===== src/core/erc_pkg.sv =====
// Package for the enclave re-entry check block.
// Assumes all operands are presented as registered inputs on the core clock.
package erc_pkg;

    // ==========================================================
    // Widths and constants
    localparam int ERC_ADDR_W = 64;
    localparam int ERC_PAGE_BITS = 12;
    localparam logic [63:0] ERC_FLAGS_RSVD_MASK = 64'hFFFF_FFFF_FFFF_FFFE;
    localparam logic [63:0] ERC_EXTENDED_FEATURE_MASK_LEGACY = 64'h0000_0000_0000_0003;
    localparam logic [3:0] ERC_PT_THREAD = 4'h1;
    localparam logic [63:0] ERC_XSTATE_HDR_ZERO = 64'h0000_0000_0000_0000;
    localparam int ERC_PERF_OPTOUT_BIT = 60;
    localparam int ERC_PERF_SUPPR_BIT = 63;
    localparam logic [63:0] ERC_RESET_WORD = 64'h0000_0000_0000_0000;
    localparam logic [31:0] ERC_RESET_COUNT = 32'h0000_0000;

    // ==========================================================
    // Types
    typedef enum logic [1:0] {ERC_FAULT_NONE, ERC_FAULT_GP, ERC_FAULT_PF} erc_fault_type;

    typedef struct packed {
        logic valid;
        logic blocked;
        logic pending;
        logic modified;
        logic [3:0] pageType;
        logic [63:0] enclaveAddress;
    } erc_map_entry_type;

    typedef struct packed {
        logic [63:0] saveAreaOffset;
        logic [63:0] fsBaseOffset;
        logic [63:0] gsBaseOffset;
        logic [63:0] flags;
        logic [31:0] saveFrameCount;
        logic [31:0] fsLimit;
        logic [31:0] gsLimit;
    } erc_thread_struct_type;

    typedef struct packed {
        logic csBaseZero;
        logic dsBaseZero;
        logic esUsable;
        logic esBaseZero;
        logic ssUsable;
        logic ssBaseZero;
        logic ssBigBit;
        logic dsUsable;
        logic dsSFlag;
        logic dsBit11;
        logic dsBit10;
        logic [31:0] dsLimit;
    } erc_segment_type;

endpackage


===== src/core/erc_top.sv =====
// Check and state-setup engine for re-entry into a protected enclave.
// Assumes operands are sampled on start and stay stable one cycle; all inputs are on the core clock.
// Summary of operation
// - Fault protection if structure pointer is not 4KByte aligned.
// - Page fault if structure pointer is outside protected page memory.
// - In wide mode, non-canonical exit point gives protection fault.
// - Another enclave operation on the same structure gives protection fault.
// - Page fault if map entry invalid, blocked, pending or modified.
// - Page fault on address mismatch or wrong page type.
// - Protection fault if save area offset not 4KByte aligned.
// - Protection fault if FS or GS base offset not 4KByte aligned.
// - Protection fault if reserved flag bits are set.
// - Protection fault if enclave not initialized.
// - Outside wide mode, nonzero bases or stack B bit zero fault.
// - Outside wide mode, unusable or expand-down data segment faults.
// - Fault when operating mode differs from enclave's recorded mode.
// - With extended state available but no OS extended saving, feature mask must equal exactly 3.
// - With OS extended saving, feature mask must be subset of control reg.
// - Save area bytes 520-527 zero; vector at 512 subset of mask.
// - Outside wide mode, FS or GS segment outside data segment faults.
// - On success record exit point in the structure.
// - With OS extended saving, save control reg and load feature mask.
// - Opt-out entry saves and clears trap flag; pops cannot set it.
// - Suppress outside-range code breakpoints; opt-out also in-range ones.
// - Opt-out suppresses monitoring except fixed counters; sets status bits 60, 63 if any monitor is active.
// - Zero save frame count faults; success decrements it.
`timescale 1ns/1ns
`default_nettype none
module erc_top
    import erc_pkg::*;
(
    input wire logic clock,
    input wire logic rst,
    input wire logic start,
    input wire logic [63:0] structPointerOperand,
    input wire logic [63:0] exitPointOperand,
    input wire logic wideModeFlag,
    input wire logic inProtectedMemory,
    input wire logic structBusy,
    input wire erc_map_entry_type mapEntry,
    input wire erc_thread_struct_type threadStruct,
    input wire logic enclaveInitialized,
    input wire logic enclaveWideMode,
    input wire logic [63:0] enclaveBase,
    input wire erc_segment_type segState,
    input wire logic extStateAvailable,
    input wire logic osExtStateEnable,
    input wire logic [63:0] extendedFeatureMask,
    input wire logic [63:0] extendedControlIn,
    input wire logic [127:0] saveAreaHeader,
    input wire logic trapFlagIn,
    input wire logic flagPopTrap,
    input wire logic anyMonitorActive,
    output logic done,
    output erc_fault_type fault,
    output logic [63:0] asyncExitPoint,
    output logic [31:0] saveFrameCount,
    output logic [63:0] extendedControlReg,
    output logic [63:0] savedExtendedControl,
    output logic savedTrapFlag,
    output logic trapFlag,
    output logic optOutActive,
    output logic suppressOutsideCodeBp,
    output logic suppressInsideBp,
    output logic suppressMonitoring,
    output logic [63:0] perfGlobalStatus
);
    // ==========================================================
    // Page and pointer checks
    logic alignFault;
    logic pageFault;
    logic fsOutside;
    logic gsOutside;

    erc_page_check pageCheck (
        .structPointer(structPointerOperand),
        .inProtectedMemory(inProtectedMemory),
        .mapEntry(mapEntry),
        .alignFault(alignFault),
        .pageFault(pageFault)
    );

    erc_seg_contain fsCheck (
        .baseOffset(threadStruct.fsBaseOffset[31:0]),
        .enclaveBase(enclaveBase[31:0]),
        .segLimit(threadStruct.fsLimit),
        .dsLimit(segState.dsLimit),
        .outside(fsOutside)
    );

    erc_seg_contain gsCheck (
        .baseOffset(threadStruct.gsBaseOffset[31:0]),
        .enclaveBase(enclaveBase[31:0]),
        .segLimit(threadStruct.gsLimit),
        .dsLimit(segState.dsLimit),
        .outside(gsOutside)
    );

    // ==========================================================
    // Protection checks
    logic protFault;
    logic exitCanonical;
    logic [63:0] hdrUpper;
    logic [63:0] hdrVector;

    always_comb begin
        exitCanonical = &exitPointOperand[63:47] || ~|exitPointOperand[63:47];
        hdrVector = saveAreaHeader[63:0];
        // Every header byte after the bit vector must be clear
        hdrUpper = saveAreaHeader[127:64];
        protFault = alignFault;
        if (wideModeFlag && !exitCanonical) begin
            protFault = 1'b1;
        end
        if (structBusy) begin
            protFault = 1'b1;
        end
        if (|threadStruct.saveAreaOffset[ERC_PAGE_BITS-1:0]) begin
            protFault = 1'b1;
        end
        if (|threadStruct.fsBaseOffset[ERC_PAGE_BITS-1:0] || |threadStruct.gsBaseOffset[ERC_PAGE_BITS-1:0]) begin
            protFault = 1'b1;
        end
        if (|(threadStruct.flags & ERC_FLAGS_RSVD_MASK)) begin
            protFault = 1'b1;
        end
        if (!enclaveInitialized) begin
            protFault = 1'b1;
        end
        if (!wideModeFlag) begin
            if (!segState.csBaseZero || !segState.dsBaseZero
                || (segState.esUsable && !segState.esBaseZero)
                || (segState.ssUsable && (!segState.ssBaseZero || !segState.ssBigBit))) begin
                protFault = 1'b1;
            end
            if (!segState.dsUsable || (segState.dsSFlag && !segState.dsBit11 && segState.dsBit10)) begin
                protFault = 1'b1;
            end
            if (fsOutside || gsOutside) begin
                protFault = 1'b1;
            end
        end
        if (wideModeFlag != enclaveWideMode) begin
            protFault = 1'b1;
        end
        if (extStateAvailable && !osExtStateEnable && extendedFeatureMask != ERC_EXTENDED_FEATURE_MASK_LEGACY) begin
            protFault = 1'b1;
        end
        if (osExtStateEnable && (extendedFeatureMask & extendedControlIn) != extendedFeatureMask) begin
            protFault = 1'b1;
        end
        if (hdrUpper != ERC_XSTATE_HDR_ZERO || (hdrVector & ~extendedFeatureMask) != ERC_RESET_WORD) begin
            protFault = 1'b1;
        end
        if (threadStruct.saveFrameCount == ERC_RESET_COUNT) begin
            protFault = 1'b1;
        end
    end

    // ==========================================================
    // Result and state update
    logic next_done;
    erc_fault_type next_fault;
    logic [63:0] next_asyncExitPoint;
    logic [31:0] next_saveFrameCount;
    logic [63:0] next_extendedControlReg;
    logic [63:0] next_savedExtendedControl;
    logic next_savedTrapFlag;
    logic next_trapFlag;
    logic next_optOutActive;
    logic next_suppressOutsideCodeBp;
    logic next_suppressInsideBp;
    logic next_suppressMonitoring;
    logic [63:0] next_perfGlobalStatus;
    logic optOut;

    always_comb begin
        optOut = !threadStruct.flags[0];
        next_done = 1'b0;
        next_fault = fault;
        next_asyncExitPoint = asyncExitPoint;
        next_saveFrameCount = saveFrameCount;
        next_extendedControlReg = extendedControlReg;
        next_savedExtendedControl = savedExtendedControl;
        next_savedTrapFlag = savedTrapFlag;
        next_trapFlag = trapFlagIn;
        next_optOutActive = optOutActive;
        next_suppressOutsideCodeBp = suppressOutsideCodeBp;
        next_suppressInsideBp = suppressInsideBp;
        next_suppressMonitoring = suppressMonitoring;
        next_perfGlobalStatus = perfGlobalStatus;
        if (optOutActive && flagPopTrap) begin
            next_trapFlag = 1'b0;
        end
        if (start) begin
            next_done = 1'b1;
            if (pageFault) begin
                next_fault = ERC_FAULT_PF;
            end else if (protFault) begin
                next_fault = ERC_FAULT_GP;
            end else begin
                next_fault = ERC_FAULT_NONE;
                next_asyncExitPoint = exitPointOperand;
                next_saveFrameCount = threadStruct.saveFrameCount - 32'h0000_0001;
                if (osExtStateEnable) begin
                    next_savedExtendedControl = extendedControlIn;
                    next_extendedControlReg = extendedFeatureMask;
                end
                next_optOutActive = optOut;
                next_suppressOutsideCodeBp = 1'b1;
                next_suppressInsideBp = optOut;
                next_suppressMonitoring = optOut;
                if (optOut) begin
                    next_savedTrapFlag = trapFlagIn;
                    next_trapFlag = 1'b0;
                    if (anyMonitorActive) begin
                        next_perfGlobalStatus[ERC_PERF_OPTOUT_BIT] = 1'b1;
                        next_perfGlobalStatus[ERC_PERF_SUPPR_BIT] = 1'b1;
                    end
                end
            end
        end
    end

    always_ff @(posedge clock) begin
        if (rst) begin
            done <= 1'b0;
            fault <= ERC_FAULT_NONE;
            asyncExitPoint <= ERC_RESET_WORD;
            saveFrameCount <= ERC_RESET_COUNT;
            extendedControlReg <= ERC_RESET_WORD;
            savedExtendedControl <= ERC_RESET_WORD;
            savedTrapFlag <= 1'b0;
            trapFlag <= 1'b0;
            optOutActive <= 1'b0;
            suppressOutsideCodeBp <= 1'b0;
            suppressInsideBp <= 1'b0;
            suppressMonitoring <= 1'b0;
            perfGlobalStatus <= ERC_RESET_WORD;
        end else begin
            done <= next_done;
            fault <= next_fault;
            asyncExitPoint <= next_asyncExitPoint;
            saveFrameCount <= next_saveFrameCount;
            extendedControlReg <= next_extendedControlReg;
            savedExtendedControl <= next_savedExtendedControl;
            savedTrapFlag <= next_savedTrapFlag;
            trapFlag <= next_trapFlag;
            optOutActive <= next_optOutActive;
            suppressOutsideCodeBp <= next_suppressOutsideCodeBp;
            suppressInsideBp <= next_suppressInsideBp;
            suppressMonitoring <= next_suppressMonitoring;
            perfGlobalStatus <= next_perfGlobalStatus;
        end
    end

    // ==========================================================
    // Assertions
    a_misalign_faults: assert property (@(posedge clock) disable iff (rst)
        start && |structPointerOperand[11:0] |=> done && fault != ERC_FAULT_NONE)
        else $error("misaligned pointer not faulted");

    a_outside_pf: assert property (@(posedge clock) disable iff (rst)
        start && !inProtectedMemory |=> fault == ERC_FAULT_PF)
        else $error("pointer outside protected memory not page faulted");

    a_exit_canonical: assert property (@(posedge clock) disable iff (rst)
        start && wideModeFlag && !(&exitPointOperand[63:47] || ~|exitPointOperand[63:47]) |=> fault != ERC_FAULT_NONE)
        else $error("non-canonical exit point not faulted");

    a_header_zero: assert property (@(posedge clock) disable iff (rst)
        start && |saveAreaHeader[127:64] |=> fault != ERC_FAULT_NONE)
        else $error("nonzero save area header not faulted");

    a_busy_faults: assert property (@(posedge clock) disable iff (rst)
        start && structBusy && !pageFault |=> fault == ERC_FAULT_GP)
        else $error("busy structure not faulted");

    a_mode_mismatch: assert property (@(posedge clock) disable iff (rst)
        start && wideModeFlag != enclaveWideMode |=> fault != ERC_FAULT_NONE)
        else $error("mode mismatch not faulted");

    a_count_decrement: assert property (@(posedge clock) disable iff (rst)
        start ##1 fault == ERC_FAULT_NONE |-> saveFrameCount == $past(threadStruct.saveFrameCount) - 32'h1)
        else $error("frame count not decremented");

    a_fault_no_change: assert property (@(posedge clock) disable iff (rst)
        start ##1 fault != ERC_FAULT_NONE |-> $stable(asyncExitPoint) && $stable(extendedControlReg))
        else $error("state changed on fault");

    a_exit_recorded: assert property (@(posedge clock) disable iff (rst)
        start ##1 fault == ERC_FAULT_NONE |-> asyncExitPoint == $past(exitPointOperand))
        else $error("exit point not recorded");

    a_optout_trap: assert property (@(posedge clock) disable iff (rst)
        optOutActive && flagPopTrap |=> !trapFlag)
        else $error("trap flag set inside opt-out enclave");

    a_perf_bits: assert property (@(posedge clock) disable iff (rst)
        start ##1 fault == ERC_FAULT_NONE && suppressMonitoring && $past(anyMonitorActive)
        |-> perfGlobalStatus[60] && perfGlobalStatus[63])
        else $error("global status bits not set");
endmodule
`default_nettype wire


===== src/core/erc_page_check.sv =====
// Page-map and pointer checks on the thread control structure.
// Assumes map entry and pointer are stable while the request is presented.
`timescale 1ns/1ns
`default_nettype none
module erc_page_check
    import erc_pkg::*;
(
    input wire logic [63:0] structPointer,
    input wire logic inProtectedMemory,
    input wire erc_map_entry_type mapEntry,
    output logic alignFault,
    output logic pageFault
);
    always_comb begin
        alignFault = |structPointer[ERC_PAGE_BITS-1:0];
        pageFault = !inProtectedMemory;
        if (!mapEntry.valid || mapEntry.blocked || mapEntry.pending || mapEntry.modified) begin
            pageFault = 1'b1;
        end
        if (mapEntry.enclaveAddress != structPointer || mapEntry.pageType != ERC_PT_THREAD) begin
            pageFault = 1'b1;
        end
    end
endmodule
`default_nettype wire


===== src/core/erc_seg_contain.sv =====
// Checks that a segment built from base offset and limit lies within the data segment.
// Assumes 32-bit arithmetic outside 64-bit mode.
`timescale 1ns/1ns
`default_nettype none
module erc_seg_contain
    import erc_pkg::*;
(
    input wire logic [31:0] baseOffset,
    input wire logic [31:0] enclaveBase,
    input wire logic [31:0] segLimit,
    input wire logic [31:0] dsLimit,
    output logic outside
);
    logic [31:0] segBase;
    logic [31:0] segTop;
    always_comb begin
        segBase = baseOffset + enclaveBase;
        segTop = segBase + segLimit;
        // Wrap-around needs a data segment with no holes
        if (segTop < segBase) begin
            outside = dsLimit != 32'hFFFF_FFFF;
        end else begin
            outside = segTop > dsLimit;
        end
    end
endmodule
`default_nettype wire


===== config.mk =====
export PLATFORM = sky130hd
export DESIGN_NAME = erc_top
export DESIGN_NICKNAME = d
export VERILOG_FILES = /design/src/core/erc_pkg.sv /design/src/core/erc_top.sv /design/src/core/erc_page_check.sv /design/src/core/erc_seg_contain.sv
export SDC_FILE = /design/constraint.sdc
export NUM_CORES = 1
export LEC_CHECK = 0
export ABC_AREA = 1
export ABC_CLOCK_PERIOD_IN_PS = 13800
export BUFFER_PORTS_ARGS = -buffer_cell sky130_fd_sc_hd__buf_2
export CAP_MARGIN = 20
export CORE_AREA = 2 2 476 478
export DETAILED_ROUTE_END_ITERATION = 12
export DIE_AREA = 0 0 478 480
export PLACE_DENSITY_LB_ADDON = 0.05
export REMOVE_ABC_BUFFERS = 1
export SETUP_SLACK_MARGIN = 0.2
export SLEW_MARGIN = 20
export SYNTH_ARGS = -nofsm -noshare
export SYNTH_HDL_FRONTEND = slang
export SYNTH_SLANG_ARGS = --single-unit

===== constraint.sdc =====
create_clock -name clock -period 13.8 [get_ports clock]
set_input_delay 1.38 -clock clock [delete_from_list [all_inputs] [get_ports clock]]
set_output_delay 1.38 -clock clock [all_outputs]
set_load 0.03 [all_outputs]

; Yosys cells after proc, flatten, opt, wreduce, memory -nomap -nowiden
; Cells that the tools add are included.
[op_classes]
add_sub_neg = 5
magnitude_cmp = 4
eq_ne = 6
mux = 27
bitwise_logic = 6
reduce_logical = 49
[ops]
columns = cell, count
row1 = $add 32x32->32, 4
row2 = $and 64x64->64, 2
row3 = $ne 64x64->1, 2
row4 = $reduce_bool 64->1, 2
row5 = $gt 32x32->1, 2
row6 = $lt 32x32->1, 2
row7 = $ne 64x2->1 const B, 1
row8 = $not 64->64, 1
row9 = $reduce_or 63->1, 1
row10 = $reduce_or 12->1, 4
row11 = $logic_not 32->1, 1
row12 = $ne 32x32->1 const B, 1
row13 = $sub 32x1->32 const B, 1
row14 = $mux 1, 26
row15 = $reduce_and 17->1, 1
row16 = $reduce_or 17->1, 1
row17 = $logic_not 1->1, 13
row18 = $logic_or 1x1->1, 13
row19 = $logic_and 1x1->1, 9
row20 = $reduce_and 4->1, 2
row21 = $reduce_and 5->1, 1
row22 = $ne 4x1->1 const B, 1
row23 = $not 1->1, 3
row24 = $reduce_and 3->1, 1
row25 = 2 further kinds, 2
[totals]
regBits = 232
in_bits = 928
out_inout_bits = 297

; Longest topological paths before layout
[depth]
ltp_word = 23
depth_mapped = 43

; Cells and area by module
; Synthesis repeated with hierarchy kept, for this count alone.
[hier_totals]
hier_cells = 4496
area_unflattened_um2 = 25700.9
[modules_own_cells]
columns = module, instances, cells_per_inst, area_each_um2
row1 = erc_top, 1, 2328, 13432.9
row2 = erc_seg_contain at gsCheck, 1, 925, 5535.3
row3 = erc_seg_contain at fsCheck, 1, 945, 5499.0
row4 = erc_page_check, 1, 298, 1233.7

; Worst setup path before layout
; No wires, ideal clock.
[synth_timing]
path_kind = input to register
startpoint = input port threadStruct[160] in the netlist's numbering
endpoint = register asyncExitPoint[0]
setup_time_ns = 0.128
arrival_time_ns = 6.590
required_time_ns = 13.672
slack_ns = 7.082
cell_stages = 35
n_path_buf = 2
path_cell_list = ha_1 > inv_1 > fa_1 > o21ai_1 > a21oi_1 > o21ai_2 > a21oi_1 > o21ai_1 > a21boi_0 > o21ai_0 > xor2_1 > ha_1 > nand2_1 > nor4_1 > nand3_1 > nand3_1 > a21o_1 > a31oi_1 > xnor2_1 > ha_1 > nand2_1 > nor2_1 > nor3b_2 > nor2b_1 > nand2_1 > nand2_1 > nand2_1 > nor2_1 > nor2_1 > nand2_1 > nand2_1 > nand3_2 > buf_2 > buf_1 > a21oi_1
[synth_via]
elab_chain_cells = 16
[synth_rtl]
columns = element, line_no
row1 = start: declaration, erc_top.sv:41  ; input wire erc_thread_struct_type threadStruct,
row2 = "parallel branches: the longest is 8 deep, another holds $add 32x32->32", n/a
row3 = $mux 1 *, erc_top.sv:130  ; if (!wideModeFlag) begin
row4 = $mux 1 *, erc_top.sv:143  ; if (wideModeFlag != enclaveWideMode) begin
row5 = $mux 1 *, erc_top.sv:146  ; if (extStateAvailable && !osExtStateEnable && extendedFeatureMask != ERC_EXTENDED_FEATURE_MASK_LEGACY) begin
row6 = $mux 1 *, erc_top.sv:149  ; if (osExtStateEnable && (extendedFeatureMask & extendedControlIn) != extendedFeatureMask) begin
row7 = $mux 1 *, erc_top.sv:152  ; if (hdrUpper != ERC_XSTATE_HDR_ZERO || (hdrVector & ~extendedFeatureMask) != ERC_RESET_WORD) begin
row8 = $mux 1 *, erc_top.sv:155  ; if (threadStruct.saveFrameCount == ERC_RESET_COUNT) begin
row9 = $not 1->1 (no source line) *, n/a
row10 = $reduce_and 3->1 (no source line) *, n/a
row11 = end signal: assignment, erc_top.sv:243  ; asyncExitPoint <= next_asyncExitPoint;
row12 = end: declaration, erc_top.sv:56  ; output logic [63:0] asyncExitPoint,
; Mark *: on every way between the ends.
; A chain may end at the register's enable or synchronous reset.

; Worst setup path in the final report
[layout_timing]
startpoint = input port threadStruct[160] in the netlist's numbering
endpoint = register extendedControlReg[59]
[layout_via]
elab_chain_cells = 16
[layout_rtl]
columns = element, line_no
row1 = "parallel branches: the longest is 8 deep, another holds $add 32x32->32", n/a
row2 = $mux 1 *, erc_top.sv:130
row3 = $mux 1 *, erc_top.sv:143
row4 = $mux 1 *, erc_top.sv:146
row5 = $mux 1 *, erc_top.sv:149
row6 = $mux 1 *, erc_top.sv:152
row7 = $mux 1 *, erc_top.sv:155
row8 = $not 1->1 (no source line) *, n/a
row9 = $reduce_and 4->1 (no source line) *, n/a
row10 = end signal: assignment, erc_top.sv:245  ; extendedControlReg <= next_extendedControlReg;
row11 = end: declaration, erc_top.sv:58  ; output logic [63:0] extendedControlReg,
; Marked as above.

==> results.ini <==
[clocking]
clock_latency_ns = 0.61
cts_resized = 0
cts_setup_buffers = 0
cts-buffers-inserted = 30
cts_tree = done
h-tree-depth = 1
cts_sinks = 232
cts_root_buffer = clkbuf_16
cts_buffer_depth = 3
cts_hold_buf = 0
clk_pin_slew_ns = 0.06

[routing]
wl_um = 157400
num_vias = 26880
drtIter0Drc = 943
remaining_drc_errors = 0
routedWlPerCell_um = 20.22
postRouteAntennaNets = 0
drt_pre_antenna_iters = 6
viasPerCell = 3.453

[sta]
rsz0062_at_grt = no
relSlewSlack = 0.3515
setup_tns_ns = 0
setup_viol = 0
worst_pin_slew_ns = 0.9728
post-route-period-util = 0.7182
period_minus_slack_ns = 9.912
final_max_slew_viol_count = 0
finalHoldViolations = 0
fin_worst_skew_ns = 0.0005299
max_freq_mhz = 100.9

[die]
start_util = 0.1030
rows = 174
die_area_um2 = 229400
io_pins = 1225
core_um2 = 224000
die_y_um = 480
die_w_um = 478

[logic_synthesis]
ys_seq_elements = 232
yosys.area_share.xor_xnor = 0.05959
avgSynthCellArea_um2 = 6.118
yosys.area_share.simple = 0.2631
synth_adder_area_share = 0.1396
synth-main-ff-cell = dfxtp_1
netlist-cell-type-count = 50
yosysSeqAreaShare = 0.2013
synth_top_family_by_area = simple AND/OR/NAND/NOR gates
ys_top_cells_by_count = inv_1, nand2_1, nor2_1
yosysTopAreaCell = dfxtp_1
yosysTopAreaCellShare = 0.2013
synth_area_leaders = dfxtp_1, ha_1, inv_1
synth_compound_area_frac = 0.1715
synth.mux.area_fraction = 0
synth-edff-count = 0
yosys_warnings = 0
ys_async_sr_fraction = 0
syn_inst = 3772
netlist_area_um2 = 23080
yosysMostFrequentCell = inv_1

[pwr]
leakagePower_nw = 16.50
p_seq_frac = 0.214
power_density_nw_per_um2 = 96.37
comb_power_share = 0.513
ir_drop_v = 0.00007021
switchingPower_mw = 1.397
clkPwrFrac = 0.273
swShare = 0.4462
p_int_mw = 1.734

[run]
cap_violations = 0

[setup_path]
r2r_slack_ns = 12.88
crit_cells = 35
r2r_start = suppressMonitoring
slowest_delay_ns = 0.64
critPathLaunchType = input port
cp.arrival_ns = 10.39
reg2regPathDepth = 3
slowest_stage = nand4_4
worstSetupEndpoint = extendedControlReg[59]
path_class = in -> reg
crit_fanout = 162
r2r-end = trapFlag
cp_top_family = simple AND/OR/NAND/NOR gates
cp.buffers_inverters = 4
end_kind = register
crit_start = threadStruct[160]
worstPathRequired_ns = 14.28

[outcome]
status = finished, final reports clean

[place]
dpl.hpwl_um = 140500
gp_congestion = 0.8242
portBuffers = 1014
post_dp_cell_area_um2 = 31440

[global_route]
met2_usage = 0.2493
grt_start_max_net_pins = 163
use_met3 = 0.03360
met1_usage = 0.1495
grt_pass1_wl_um = 214900
grt_usage = 0.1316
grt-ovfl-total = 0
grt_pass1_vias = 28160
antenna_found_initial = 101
top_usage_layer = met2

[final_layout]
nFillCells = 26410
nets = 5935
area.growth.synth_to_final_pct = 40.80
regArea_um2 = 4644
final_area_um2 = 32490
drive_gt1_frac = 0.2346
multiInputGateArea_um2 = 14880

[min_path]
worstHoldStart = saveFrameCount[8]
hold_path_class = reg -> reg

==> cell type report <==
type                    instances  area share
multi-input cells            2666      0.4578
repair buffers               1028      0.1598
flip-flops and latches        232      0.1429
well taps                    2992      0.1152
inverters                     794     0.09188
clock buffers                  47     0.02819
clock inverters                 7    0.002811
diodes                         18    0.001386
==> cell usage in the layout, fill, tap and decap left out, drive strengths merged, types with 4 or more instances in the layout <==
cell type / instances
o31ai: 4
nor4: 17
o22ai: 35
xnor2: 53
a21oi: 290
nand4: 81
nor2: 460
o21bai: 9
buf: 1028
ha: 251
inv: 794
o221ai: 6
a21o: 16
nor3: 49
fa: 4
a221oi: 4
o2111ai: 6
nand3: 80
a31oi: 19
nand3b: 8
nand2: 716
dfxtp: 232
nor3b: 4
a21boi: 12
clkinv: 4
diode: 18
o21a: 15
or2: 38
xor2: 104
conb: 62
o21ai: 309
clkbuf: 47
==> per-stage QoR <==
stage               std cells  hold slack (ns)  total power [mW]  setup slack (ns)    util
finish                   7784           0.4399             3.131             3.888  0.1450
global route             7769           0.4543             3.467             3.081  0.1449
CTS                      7766           0.4434             3.256             3.607  0.1448
detailed placement       7712           0.4336             2.348             2.945  0.1403
global placement         7712           0.4327             2.366             3.015  0.1403
floorplan                3692           0.5659             1.710             3.854       -
==> per-layer routing <==
layer  routed length, um  share of wire
met1               64440           0.41
met5                 422         0.0027
met3               10060          0.064
met2               80100           0.51
met4                2409          0.015
==> power groups by stage <==
| stage | combinational [mW] | sequential [mW] | clock, mW |
|---|---|---|---|
| 2_1_floorplan | 1.02 | 0.686 | 0 |
| 3_3_place_gp | 1.68 | 0.685 | 0 |
| 3_5_place_dp | 1.66 | 0.685 | 0 |
| 4_1_cts | 1.67 | 0.670 | 0.915 |
| 5_1_grt | 1.87 | 0.670 | 0.928 |
| 6_report | 1.61 | 0.670 | 0.854 |
==> cell families after synthesis <==
group	count (synthesis)
AO/OA/AOI/OAI	732
other	1
buffers and inverters	935
adder cells (fa/ha/maj)	255
AND/OR/NAND/NOR	1460
flip-flops	232
XOR/XNOR	157
==> state kept, by name (all words and copies together) (netlist names) <==
name	cells
done	1
savedExtendedControl	64
perfGlobalStatus	1
fault	2
suppressOutsideCodeBp	1
saveFrameCount	32
asyncExitPoint	64
extendedControlReg	64
trapFlag	1
suppressMonitoring	1
savedTrapFlag	1
==> worst min-delay path by stage <==
stage	cells after the start	slack [ns]	end
floorplan	2	0.57	saveFrameCount[27]
global placement	2	0.43	saveFrameCount[2]
detailed placement	2	0.43	saveFrameCount[8]
CTS	2	0.44	saveFrameCount[8]
global route	2	0.45	asyncExitPoint[47]
finish	2	0.44	saveFrameCount[8]
==> worst reg2reg max path, cell delays in order, from the launching register on <==
cell and delay [ns]:
dfxtp_1 0.53, nand2_1 0.12, nand4_1 0.12, inv_1 0.05
(Power assumes the default switching activity.)
